File: config.mk
export PLATFORM = sky130hd
export DESIGN_NAME = rxsc_top
export DESIGN_NICKNAME = d
export VERILOG_FILES = /design/src/rxsc_pkg.sv /design/src/rxsc_four_sample_average.sv /design/src/rxsc_grid.sv /design/src/rxsc_top.sv
export SDC_FILE = /design/constraint.sdc
export NUM_CORES = 1
export LEC_CHECK = 0
export BUFFER_PORTS_ARGS = -buffer_cell sky130_fd_sc_hd__buf_2
export CAP_MARGIN = 10
export CORE_MARGIN = 2
export CORE_UTILIZATION = 40
export DETAILED_ROUTE_END_ITERATION = 10
export PLACE_DENSITY_LB_ADDON = 0.05
export SLEW_MARGIN = 25
export SYNTH_ARGS = -nofsm -noshare
export SYNTH_HDL_FRONTEND = slang
export SYNTH_SLANG_ARGS = --single-unit
File: constraint.sdc
create_clock -name clk_i -period 5 [get_ports clk_i]
set_input_delay 0.75 -clock clk_i [delete_from_list [all_inputs] [get_ports clk_i]]
set_output_delay 0.75 -clock clk_i [all_outputs]
set_load 0.005 [all_outputs]
File: src/rxsc_pkg.sv
// Package: register map, field layout and timing for the sync/correlation bank
`default_nettype none
package rxsc_pkg;
	// Register byte addresses on the host register port
	localparam logic [7:0] ADDR_SOF_HIGH = 8'h5A;
	localparam logic [7:0] ADDR_SOF_LOW = 8'h5B;
	localparam logic [7:0] ADDR_SYNC_MODE = 8'h5C;
	localparam logic [7:0] ADDR_DEMOD = 8'h5D;
	localparam logic [7:0] ADDR_CORR = 8'h5E;
	localparam logic [7:0] ADDR_TRIM = 8'h5F;
	// Field positions
	localparam int SM_LEN_LSB = 4;
	localparam int SM_NEG_EDGE = 3;
	localparam int SM_HALF = 2;
	localparam int SM_TYPE_LSB = 0;
	localparam int DM_AVG = 5;
	localparam int DM_RECT = 4;
	localparam int DM_PEAK = 3;
	localparam int DM_POL = 2;
	localparam int DM_FSK = 1;
	localparam int DM_PSK = 0;
	localparam int CC_FREQ_LSB = 6;
	localparam int CC_SPEED_LSB = 4;
	localparam int CC_SHORT = 3;
	// Writable bits; the rest are reserved
	localparam logic [7:0] DEMOD_WMASK = 8'h3F;
	localparam logic [7:0] CORR_WMASK = 8'hF8;
	// Reset values
	localparam logic [7:0] RST_SOF_HIGH = 8'h00;
	localparam logic [7:0] RST_SOF_LOW = 8'h00;
	localparam logic [7:0] RST_SYNC_MODE = 8'h00;
	localparam logic [7:0] RST_DEMOD = 8'h00;
	localparam logic [7:0] RST_CORR = 8'h00;
	// Timing
	localparam int CLK_HZ = 10_000_000;
	localparam int SUBC_212_HZ = 212_000;
	localparam int SUBC_424_HZ = 424_000;
	localparam int SUBC_848_HZ = 848_000;
	localparam int SUBC_212_HALF = CLK_HZ / (2 * SUBC_212_HZ);
	localparam int SUBC_424_HALF = CLK_HZ / (2 * SUBC_424_HZ);
	localparam int SUBC_848_HALF = CLK_HZ / (2 * SUBC_848_HZ);
	localparam int PROX_BAUD = 106_000;
	localparam int BAUD_53K = 53_000;
	localparam int BAUD_26K = 26_000;
	localparam int CORR_CLKS_PROX = CLK_HZ / PROX_BAUD;
	localparam int CORR_CLKS_53K = CLK_HZ / BAUD_53K;
	localparam int CORR_CLKS_26K = CLK_HZ / BAUD_26K;
	localparam int CORR_LEN_LONG = 64;
	localparam int CORR_LEN_SHORT = 32;
	localparam int AVG_SAMPLES = 4;

	typedef enum logic [1:0] {SYNC_BURST, SYNC_SYMBOL, SYNC_BYTE, SYNC_RFU}
		rxsc_sync_e;
	typedef enum logic [1:0] {DEMOD_ASK, DEMOD_FSK, DEMOD_PHASE_SHIFT_DEMOD} rxsc_demod_e;

	typedef struct packed {
		logic [3:0] sof_pattern_length;
		logic negative_edge_grid;
		logic half_length_final_sof_bit;
		rxsc_sync_e sof_interpretation_type;
		logic four_sample_average;
		logic rectangular_shaping;
		logic grid_at_correlation_peak;
		logic manchester_polarity_select;
		rxsc_demod_e demod;
		logic [7:0] subc_half_period;
		logic [9:0] correlation_clock_count;
		logic [6:0] corr_length;
		logic [7:0] receiver_trim;
	} rxsc_cfg_s;
endpackage
`default_nettype wire

File: src/rxsc_four_sample_average.sv
// Sample pre-filter: four-sample averaging and rectangular shaping
`timescale 1ns/10ps
`default_nettype none
module rxsc_four_sample_average (
	// Clock and reset
	input wire logic clk_i,
	input wire logic rst_i,
	// Controls
	input wire logic avg_en_i,
	input wire logic rect_en_i,
	// Converter samples in, filtered samples out
	input wire logic [7:0] sample_i,
	input wire logic sample_valid_i,
	output logic [7:0] data_o,
	output logic data_valid_o
);
	import rxsc_pkg::*;
	logic [9:0] acc_ff;
	logic [1:0] cnt_ff;
	logic [7:0] shaped;
	logic [8:0] dev;

	// Doubles the distance from mid-scale and clips, squaring the edges
	always_comb begin
		dev = 9'h000;
		shaped = sample_i;
		if (rect_en_i) begin
			if (sample_i[7]) begin
				dev = {1'b0, sample_i - 8'h80} << 1;
				shaped = (dev >= 9'h080) ? 8'hFF : 8'(9'h080 + dev);
			end else begin
				dev = {1'b0, 8'h80 - sample_i} << 1;
				shaped = (dev >= 9'h080) ? 8'h00 : 8'(9'h080 - dev);
			end
		end
	end

	always_ff @(posedge clk_i) begin
		if (rst_i || !avg_en_i) begin
			acc_ff <= 10'h000;
			cnt_ff <= 2'h0;
		end else if (sample_valid_i) begin
			cnt_ff <= cnt_ff + 2'h1;
			acc_ff <= (cnt_ff == 2'(AVG_SAMPLES - 1)) ? 10'h000 :
				acc_ff + {2'h0, shaped};
		end
	end

	always_ff @(posedge clk_i) begin
		if (rst_i) begin
			data_o <= 8'h00;
			data_valid_o <= 1'b0;
		end else begin
			data_valid_o <= 1'b0;
			if (sample_valid_i && !avg_en_i) begin
				data_o <= shaped;
				data_valid_o <= 1'b1;
			end else if (sample_valid_i &&
				cnt_ff == 2'(AVG_SAMPLES - 1)) begin
				data_o <= 8'((acc_ff + {2'h0, shaped}) >> 2);
				data_valid_o <= 1'b1;
			end
		end
	end
endmodule
`default_nettype wire

File: src/rxsc_grid.sv
// Bit-grid placement from the correlation stream
`timescale 1ns/10ps
`default_nettype none
module rxsc_grid (
	// Clock and reset
	input wire logic clk_i,
	input wire logic rst_i,
	// Controls
	input wire logic peak_i,
	input wire logic neg_edge_i,
	input wire logic arm_i,
	input wire logic [6:0] corr_len_i,
	// Correlation values
	input wire logic signed [11:0] corr_i,
	input wire logic corr_valid_i,
	// Grid mark and window end
	output logic grid_o,
	output logic window_end_o
);
	import rxsc_pkg::*;
	logic signed [11:0] prev_ff;
	logic rising_ff;
	logic armed_ff;
	logic [6:0] idx_ff;
	logic turn;

	// A turn is where the slope flips at a maximum or a minimum
	assign turn = peak_i ? (rising_ff && corr_i < prev_ff)
		: (!rising_ff && corr_i > prev_ff);

	always_ff @(posedge clk_i) begin
		if (rst_i) begin
			prev_ff <= 12'sh000;
			rising_ff <= 1'b0;
		end else if (corr_valid_i) begin
			prev_ff <= corr_i;
			rising_ff <= corr_i > prev_ff;
		end
	end

	always_ff @(posedge clk_i) begin
		if (rst_i || arm_i)
			armed_ff <= 1'b1;
		else if (corr_valid_i && neg_edge_i && !prev_ff[11] && corr_i[11])
			armed_ff <= 1'b0;
	end

	always_ff @(posedge clk_i) begin
		if (rst_i || arm_i)
			idx_ff <= 7'h00;
		else if (corr_valid_i)
			idx_ff <= (idx_ff == corr_len_i - 7'h01) ? 7'h00 : idx_ff + 7'h01;
	end

	always_ff @(posedge clk_i) begin
		if (rst_i) begin
			grid_o <= 1'b0;
			window_end_o <= 1'b0;
		end else begin
			window_end_o <= corr_valid_i && idx_ff == corr_len_i - 7'h01;
			if (neg_edge_i)
				grid_o <= corr_valid_i && armed_ff && !prev_ff[11]
					&& corr_i[11];
			else
				grid_o <= corr_valid_i && turn;
		end
	end
endmodule
`default_nettype wire

File: src/rxsc_top.sv
// Receiver start-of-frame sync and correlation configuration bank
`timescale 1ns/10ps
`default_nettype none
module rxsc_top (
	// Clock and reset
	input wire logic clk_i,
	input wire logic rst_i,
	// Host register port
	input wire logic [7:0] reg_addr_i,
	input wire logic reg_wr_i,
	input wire logic reg_rd_i,
	input wire logic [7:0] reg_wdata_i,
	output logic [7:0] reg_rdata_o,
	output logic reg_rvalid_o,
	// Boot trim value
	input wire logic [7:0] trim_boot_i,
	// Converter samples
	input wire logic [7:0] sample_i,
	input wire logic sample_valid_i,
	output logic [7:0] filt_data_o,
	output logic filt_valid_o,
	// Correlation stream
	input wire logic signed [11:0] corr_i,
	input wire logic corr_valid_i,
	output logic grid_o,
	output logic window_end_o,
	// Received bits for start-of-frame search
	input wire logic frame_start_i,
	input wire logic rx_bit_i,
	input wire logic rx_coll_i,
	input wire logic rx_bit_valid_i,
	input wire logic start_bit_i,
	output logic sof_found_o,
	output logic resync_o,
	output logic [9:0] bit_period_o,
	// Manchester halves to logical bits
	input wire logic half_first_i,
	input wire logic half_second_i,
	input wire logic half_valid_i,
	output logic data_bit_o,
	output logic data_coll_o,
	output logic data_valid_o,
	// Decoded configuration
	output rxsc_pkg::rxsc_cfg_s cfg_o
);
	import rxsc_pkg::*;

	logic [7:0] sof_high_ff;
	logic [7:0] sof_low_ff;
	logic [7:0] sync_mode_ff;
	logic [7:0] demod_ff;
	logic [7:0] corr_ff;
	logic [7:0] trim_ff;
	logic [7:0] nxt_rdata;
	rxsc_cfg_s cfg;
	logic [15:0] pattern;
	logic [15:0] hist_ff;
	logic [15:0] coll_ff;
	logic [4:0] seen_ff;
	logic armed_ff;
	logic [15:0] burst_mask;
	logic [7:0] sym_ok;
	logic burst_hit;
	logic sym_hit;
	logic [3:0] sym_len;

	// Register writes
	always_ff @(posedge clk_i) begin
		if (rst_i) begin
			sof_high_ff <= RST_SOF_HIGH;
			sof_low_ff <= RST_SOF_LOW;
		end else if (reg_wr_i) begin
			if (reg_addr_i == ADDR_SOF_HIGH)
				sof_high_ff <= reg_wdata_i;
			if (reg_addr_i == ADDR_SOF_LOW)
				sof_low_ff <= reg_wdata_i;
		end
	end

	always_ff @(posedge clk_i) begin
		if (rst_i) begin
			sync_mode_ff <= RST_SYNC_MODE;
			demod_ff <= RST_DEMOD;
			corr_ff <= RST_CORR;
		end else if (reg_wr_i) begin
			if (reg_addr_i == ADDR_SYNC_MODE)
				sync_mode_ff <= reg_wdata_i;
			if (reg_addr_i == ADDR_DEMOD)
				demod_ff <= reg_wdata_i & DEMOD_WMASK;
			if (reg_addr_i == ADDR_CORR)
				corr_ff <= reg_wdata_i & CORR_WMASK;
		end
	end

	// Trim loads the boot value in reset; software is expected not to touch it
	always_ff @(posedge clk_i) begin
		if (rst_i)
			trim_ff <= trim_boot_i;
		else if (reg_wr_i && reg_addr_i == ADDR_TRIM)
			trim_ff <= reg_wdata_i;
	end

	// Register reads, answered one cycle later
	always_comb begin
		case (reg_addr_i)
			ADDR_SOF_HIGH: nxt_rdata = sof_high_ff;
			ADDR_SOF_LOW: nxt_rdata = sof_low_ff;
			ADDR_SYNC_MODE: nxt_rdata = sync_mode_ff;
			ADDR_DEMOD: nxt_rdata = demod_ff;
			ADDR_CORR: nxt_rdata = corr_ff;
			ADDR_TRIM: nxt_rdata = trim_ff;
			default: nxt_rdata = 8'h00;
		endcase
	end

	always_ff @(posedge clk_i) begin
		if (rst_i) begin
			reg_rdata_o <= 8'h00;
			reg_rvalid_o <= 1'b0;
		end else begin
			reg_rvalid_o <= reg_rd_i;
			if (reg_rd_i)
				reg_rdata_o <= nxt_rdata;
		end
	end

	// Decode of the stored settings
	always_comb begin
		cfg.sof_pattern_length = sync_mode_ff[SM_LEN_LSB +: 4];
		cfg.negative_edge_grid = sync_mode_ff[SM_NEG_EDGE];
		cfg.half_length_final_sof_bit = sync_mode_ff[SM_HALF];
		cfg.sof_interpretation_type =
			rxsc_sync_e'(sync_mode_ff[SM_TYPE_LSB +: 2]);
		cfg.four_sample_average = demod_ff[DM_AVG];
		cfg.rectangular_shaping = demod_ff[DM_RECT];
		cfg.grid_at_correlation_peak = demod_ff[DM_PEAK];
		cfg.manchester_polarity_select = demod_ff[DM_POL];
		if (demod_ff[DM_FSK])
			cfg.demod = DEMOD_FSK;
		else if (demod_ff[DM_PSK])
			cfg.demod = DEMOD_PHASE_SHIFT_DEMOD;
		else
			cfg.demod = DEMOD_ASK;
		case (corr_ff[CC_FREQ_LSB +: 2])
			2'h0: cfg.subc_half_period = 8'(SUBC_212_HALF);
			2'h1: cfg.subc_half_period = 8'(SUBC_424_HALF);
			default: cfg.subc_half_period = 8'(SUBC_848_HALF);
		endcase
		case (corr_ff[CC_SPEED_LSB +: 2])
			2'h0: cfg.correlation_clock_count = 10'(CORR_CLKS_PROX);
			2'h1: cfg.correlation_clock_count = 10'(CORR_CLKS_53K);
			2'h2: cfg.correlation_clock_count = 10'(CORR_CLKS_26K);
			default: cfg.correlation_clock_count = 10'(CORR_CLKS_PROX);
		endcase
		cfg.corr_length = corr_ff[CC_SHORT] ? 7'(CORR_LEN_SHORT)
			: 7'(CORR_LEN_LONG);
		cfg.receiver_trim = trim_ff;
	end

	always_ff @(posedge clk_i) begin
		if (rst_i)
			cfg_o <= '0;
		else
			cfg_o <= cfg;
	end

	// Sample pre-filter
	rxsc_four_sample_average u_four_sample_average (
		.clk_i(clk_i),
		.rst_i(rst_i),
		.avg_en_i(cfg_o.four_sample_average),
		.rect_en_i(cfg_o.rectangular_shaping),
		.sample_i(sample_i),
		.sample_valid_i(sample_valid_i),
		.data_o(filt_data_o),
		.data_valid_o(filt_valid_o)
	);

	// Bit-grid placement
	rxsc_grid u_grid (
		.clk_i(clk_i),
		.rst_i(rst_i),
		.peak_i(cfg_o.grid_at_correlation_peak),
		.neg_edge_i(cfg_o.negative_edge_grid),
		.arm_i(frame_start_i),
		.corr_len_i(cfg_o.corr_length),
		.corr_i(corr_i),
		.corr_valid_i(corr_valid_i),
		.grid_o(grid_o),
		.window_end_o(window_end_o)
	);

	// Start-of-frame search: newest bit enters at position zero
	assign pattern = {sof_high_ff, sof_low_ff};
	assign burst_mask = 16'((17'h00001 << cfg.sof_pattern_length) - 17'h00001);
	assign burst_hit = ((hist_ff ^ pattern) & burst_mask) == 16'h0000;
	assign sym_len = (cfg.sof_pattern_length > 4'h8) ? 4'h8
		: cfg.sof_pattern_length;

	// Symbol k pairs data in bit 2k+1 with the collision flag in bit 2k
	genvar k;
	generate
		for (k = 0; k < 8; k++) begin : g_sym
			assign sym_ok[k] = (4'(k) >= sym_len) ||
				(pattern[2*k] ? coll_ff[k]
				: (!coll_ff[k] && hist_ff[k] == pattern[2*k+1]));
		end
	endgenerate
	assign sym_hit = &sym_ok;

	always_ff @(posedge clk_i) begin
		if (rst_i || frame_start_i) begin
			hist_ff <= 16'h0000;
			coll_ff <= 16'h0000;
			seen_ff <= 5'h00;
		end else if (rx_bit_valid_i && armed_ff) begin
			hist_ff <= {hist_ff[14:0], rx_bit_i};
			coll_ff <= {coll_ff[14:0], rx_coll_i};
			if (seen_ff != 5'h10)
				seen_ff <= seen_ff + 5'h01;
		end
	end

	// Match is checked the cycle after each bit arrives
	logic check_ff;
	always_ff @(posedge clk_i) begin
		if (rst_i)
			check_ff <= 1'b0;
		else
			check_ff <= rx_bit_valid_i && armed_ff && !frame_start_i;
	end

	always_ff @(posedge clk_i) begin
		if (rst_i || frame_start_i) begin
			armed_ff <= !rst_i;
			sof_found_o <= 1'b0;
		end else begin
			sof_found_o <= 1'b0;
			if (check_ff && armed_ff && cfg.sof_pattern_length != 4'h0) begin
				case (cfg.sof_interpretation_type)
					SYNC_BURST: begin
						if (burst_hit &&
							seen_ff >= {1'b0, cfg.sof_pattern_length}) begin
							sof_found_o <= 1'b1;
							armed_ff <= 1'b0;
						end
					end
					SYNC_SYMBOL: begin
						if (sym_hit && seen_ff >= {1'b0, sym_len}) begin
							sof_found_o <= 1'b1;
							armed_ff <= 1'b0;
						end
					end
					default: ;
				endcase
			end
		end
	end

	// Byte-wise resync on start bits; the reserved type does nothing
	always_ff @(posedge clk_i) begin
		if (rst_i)
			resync_o <= 1'b0;
		else
			resync_o <= start_bit_i && cfg.sof_interpretation_type == SYNC_BYTE;
	end

	// Bit period, halved for the final bit of the sync sequence
	always_ff @(posedge clk_i) begin
		if (rst_i)
			bit_period_o <= 10'(CORR_CLKS_PROX);
		else if (cfg.half_length_final_sof_bit && armed_ff &&
			seen_ff + 5'h01 == {1'b0, cfg.sof_pattern_length})
			bit_period_o <= cfg.correlation_clock_count >> 1;
		else
			bit_period_o <= cfg.correlation_clock_count;
	end

	// Manchester halves to a logical bit; equal halves mark a collision
	always_ff @(posedge clk_i) begin
		if (rst_i) begin
			data_bit_o <= 1'b0;
			data_coll_o <= 1'b0;
			data_valid_o <= 1'b0;
		end else begin
			data_valid_o <= half_valid_i;
			if (half_valid_i) begin
				data_bit_o <= cfg.manchester_polarity_select ^ half_first_i;
				data_coll_o <= half_first_i == half_second_i;
			end
		end
	end
endmodule
`default_nettype wire

* After elaboration in Yosys (flattened, before gate mapping) *
Index checks and enable logic that the tools add are counted.

operators by class
  add/sub/neg operators = 10
  order comparisons = 15
  eq/ne operators = 26
  shift operators = 1
  multiplexer cells = 38
  bitwise operators = 4
  reductions and logical operators = 72

operators with widths
  kind                   number
  $mux 8                 8
  $eq 8x7->1 const B     6
  $pmux 8 s6             1
  $logic_and 1x1->1      30
  $mux 1                 19
  $ge 9x8->1 const B     2
  $pmux 9 s2             1
  $and 16x16->16         1
  $ge 3x4->1 const A     4
  $logic_not 16->1       1
  $shl 1x4->16 const A   1
  $sub 16x1->16 const B  1
  $sub 8x8->8 const A    2
  $xor 16x16->16         1
  $mux 7                 2
  $logic_not 1->1        13
  $gt 12x12->1           1
  $lt 12x12->1           1
  $reduce_and 2->1       6
  $add 10x8->10          1
  $ge 5x4->1             2
  $logic_or 1x1->1       10
  $mux 10                1
  $pmux 5 s2             1
  other kinds (29)       50

storage, ports and cells
  register bits = 189
  input port bits = 58
  output and inout port bits = 82

* Depth between registers and ports, before layout *
  word-level depth = 10
  gate-level depth with buffers = 16

* By module *
From an unflattened synthesis, not the netlist that was laid out.

second synthesis, totals
  cell total of the unflattened synthesis = 1021
  area, all modules = 9042.4 sq um

by module, submodules not included
  module                    times used  cells an instance  area an instance (sq um)
  rxsc_top                  1           629                5873.1
  rxsc_four_sample_average  1           218                1655.3
  rxsc_grid                 1           174                1514.0

* Worst setup path after synthesis *
Ideal clock, no wire load.

  kind = input port to flip-flop
  start point = in sample_i[1]
  end point = reg u_four_sample_average.acc_ff[9]
  data arrival time = 3.665 ns
  setup slack = 1.218 ns
  stages on the path = 15
  cell sequence = buf_2 -> inv_1 -> ha_1 -> buf_4 -> and3b_1 -> a32o_1 -> a2111o_1 -> a31oi_1 -> nor2b_1 -> ha_1 -> a2111oi_0 -> o21ai_0 -> a21oi_1 -> mux2i_1 -> nand2_1

on the way
  word-level cells in the longest chain between the ends = 7

ends and longest elaborated chain
  element                              RTL line                                                        source
  start: declaration                   rxsc_top.sv:18                                                  input wire logic [7:0] sample_i,
  $sub 8x8->8 (on tied branches)       rxsc_four_sample_average.sv:32, rxsc_four_sample_average.sv:29
  $sub 8x8->8 (tied with other cells)  rxsc_four_sample_average.sv:33                                  shaped = (dev >= 9'h080) ? 8'h00 : 8'(9'h080 - dev);
  $mux 8 (on tied branches)            rxsc_four_sample_average.sv:33, rxsc_four_sample_average.sv:30
  $mux 8                               rxsc_four_sample_average.sv:28                                  if (sample_i[7]) begin
  $mux 8 *                             rxsc_four_sample_average.sv:27                                  if (rect_en_i) begin
  $add 10x8->10 *                      rxsc_four_sample_average.sv:45                                  acc_ff + {2'h0, shaped};
  $mux 10 *                            rxsc_four_sample_average.sv:44                                  acc_ff <= (cnt_ff == 2'(AVG_SAMPLES - 1)) ? 10'h000 :
  end signal: assignment               rxsc_four_sample_average.sv:44
  end: declaration                     rxsc_four_sample_average.sv:18                                  logic [9:0] acc_ff;

Mark *: on every way between the ends. The rest lies on a longest branch, timed or not.
A chain may end at the register's enable or synchronous reset.

* Worst setup path after layout *
  start point = in sample_i[0]
  end point = reg u_four_sample_average.acc_ff[9]

The elaborated chain is that of the path after synthesis.

==> results.ini <==
[run_status]
status = completed

[logic_synthesis]
synth_top_area_share = 0.369
synthCells = 1046
synth_cell_type_count = 85
synth.area.top_cells = dfxtp_1 37%, nand2_1 5.7%, ha_1 5.1%, a21oi_1 4.6%, nor2_1 4.1%
synthFlopType = dfxtp_1
ys_top_cells_by_count = 164 x dfxtp_1, 136 x nand2_1, 98 x nor2_1, 82 x a21oi_1, 38 x nand3_1
synth_most_common_cell = dfxtp_1
yosysWarnings = 0
synth_edf_count = 9
synthArstFlopShare = 0
syn_avg_cell_area_um2 = 8.51
synth_area_mm2 = 0.00890
netlist.top_cell.by_area = dfxtp_1
yosysSeqAreaShare = 0.399
ys_ff_latch = 173

[setup_path]
cp-end-kind = register
r2r_cells = 9
r2r-start = sync_mode_ff[5]
critPathArrivalTime_ns = 4.19
r2r-end = armed_ff
crit_type = input port to register
crit_fanout = 10
cp-start-kind = input port
cp.required_ns = 5.31
reg2reg_slack_ns = 1.98

[clock_network]
clk_latency_ns = 0.43
cts_tree = yes
clock_sinks = 173
cts_max_path_buffers = 2
cts_htree_levels = 4
cts_setup_buffers = 0
cts_buffers = 17
holdBufCountCts = 0
cts_resized = 0
clk_pin_slew_ns = 0.06
root_buffer = clkbuf_16

[hold_path]
whs_endpoint = u_grid.armed_ff
hold_class = register to register
hp-start = u_grid.armed_ff
hold_depth = 2

[global_route]
grt_usage = 0.204
grt_pass1_wl_um = 38500
grt_max_degree = 70
grt_overflow = 0
antenna_found_initial = 0
grt_pass1_vias = 6993

[final_layout]
num-nets-final = 1226
diodes = 0
drive_gt1_frac = 0.166
n_fill_cell = 2231
fin_cells = 1424
area.growth.synth_to_final_pct = 13.5

[sta]
clock_skew_ns = 0.0119
rsz0062_at_grt = false
max_freq_ghz = 0.258
slew_viol_final = 0
tightestPinTransition_ns = 0.989
fin_ws_ns = 1.13
period_needed_ns = 3.87
fin_crit_sh = 0.775
setup_viol = 0
maxSlewHeadroom = 0.339
fin_tns_setup_ns = 0
hold_viol_final = 0

[die]
start_util = 0.408
ios = 140
die_width_um = 153
core_area_mm2 = 0.0218
die_area_mm2 = 0.0235
dieHeight_um = 153
num_rows = 54

[route]
finalWirelength_um = 24000
dr.pass1.iters = 5
drc_errors = 0
vias = 7570
vias_per_cell = 5.32
drtIter0Drc = 412
wl_per_cell_um = 16.9
ant_nets = 0

[pwr]
p_seq_frac = 0.483
leakagePower_nw = 4.09
power_frac_comb = 0.081
swShare = 0.258
p_total_mw = 2.97
power.switching_mw = 0.766
cellPowerDensity_mw_per_mm2 = 294
ir_drop_v = 0.000172
intPower_mw = 2.21
clockPowerShare = 0.436

[placement]
dpl.hpwl_um = 17400
io_buffers = 128
place_inst = 1392
pre_cts_ws_ns = 0.785
gp_congestion = 0.873

[run]
cap_violations = 0

-- cells in the final DEF (no fill, tap or decap), drive strengths merged, types with 6 or more instances in the layout --
cell type	instances
xor2	30
nand4	13
nand2b	9
ha	36
buf	129
a21o	13
o31ai	8
mux2i	36
a21oi	84
xnor2	18
a221oi	10
inv	44
edfxtp	9
nor2b	32
nand3	38
a211oi	8
o21ai	32
nor2	101
clkbuf	17
a31oi	7
dfxtp	164
clkinv	9
nor4	8
and2	9
conb	11
nor3	18
mux2	11
o211ai	6
a22oi	13
nor3b	8
nand2	137
or3	7
-- layout make-up --
cell class / instances / area, µm² / area share
Clock buffer: 17 / 425 / 0.0421
Clock inverter: 15 / 138 / 0.0136
Inverter: 42 / 158 / 0.0156
Multi-Input combinational cell: 768 / 4830 / 0.478
Sequential cell: 173 / 3550 / 0.352
Tap cell: 280 / 350 / 0.0347
Timing Repair Buffer: 129 / 651 / 0.0644
-- cell families after synthesis --
| kind of cell | after synthesis | synth area share |
|---|---|---|
| other | 1 | 0.000421 |
| AND/OR/NAND/NOR | 402 | 0.220 |
| buffers and inverters | 115 | 0.0624 |
| flip-flops | 173 | 0.399 |
| AO/OA/AOI/OAI | 222 | 0.162 |
| multiplexers | 47 | 0.0544 |
| adder cells (fa/ha/maj) | 38 | 0.0540 |
| XOR/XNOR | 48 | 0.0472 |
-- power groups by stage --
stage          clock network [mW]  registers [mW]  logic, mW
2_1_floorplan                   0            1.46      0.162
3_3_place_gp                    0            1.47      0.241
3_5_place_dp                    0            1.47      0.241
4_1_cts                      1.33            1.44      0.241
5_1_grt                      1.39            1.44      0.269
6_report                     1.30            1.44      0.240
-- metal layers --
layer / part of all wire / up-vias / track usage
met1: 0.48 / 3539 / 0.276
li1: - / 3811 / -
met2: 0.46 / 189 / 0.328
met4: 0.020 / 0 / 0.0613
met5: 0 / - / 0
met3: 0.041 / 31 / 0.0414
-- per-stage QoR --
stage	area [µm²]	hold slack, ns	utilization
after floorplan	8940	0.422	-
after global placement	9540	0.435	0.437
after detailed placement	9540	0.443	0.437
after CTS	10100	0.453	0.463
after global routing	10100	0.490	0.463
final	10100	0.448	0.463
-- worst max path at each step --
stage | endpoint | slack, ns | cells after the start | start
floorplan | u_four_sample_average.acc_ff[9] | 1.22 | 15 | sample_i[1]
global placement | u_four_sample_average.acc_ff[9] | 0.84 | 14 | sample_i[0]
detailed placement | u_four_sample_average.acc_ff[9] | 0.79 | 14 | sample_i[0]
CTS | u_four_sample_average.acc_ff[9] | 1.23 | 14 | sample_i[0]
global route | u_four_sample_average.acc_ff[9] | 0.98 | 14 | sample_i[0]
finish | u_four_sample_average.acc_ff[9] | 1.13 | 14 | sample_i[0]
-- critical path, cell delays in order --
cell       delay [ns]
buf_2            0.19
inv_1            0.11
ha_1             0.45
and3b_1          0.23
a32o_1           0.27
a2111o_1         0.38
a31oi_1          0.21
nor2b_1          0.09
ha_1             0.33
a2111oi_0        0.43
o21ai_0          0.23
a21oi_1          0.25
mux2i_1          0.22
nand2_1          0.06
-- flip-flops by register name, indices dropped and copies added (netlist names), 2 cells and up --
register and cells:
cfg_o 34, hist_ff 15, u_grid.prev_ff 12, u_four_sample_average.acc_ff 10
bit_period_o 8, coll_ff 8, reg_rdata_o 8, sof_high_ff 8
sof_low_ff 8, sync_mode_ff 8, trim_ff 8, u_four_sample_average.data_o 8
u_grid.idx_ff 7, demod_ff 6, corr_ff 5, seen_ff 5
u_four_sample_average.cnt_ff 2
Power figures use the tool's default switching activity.
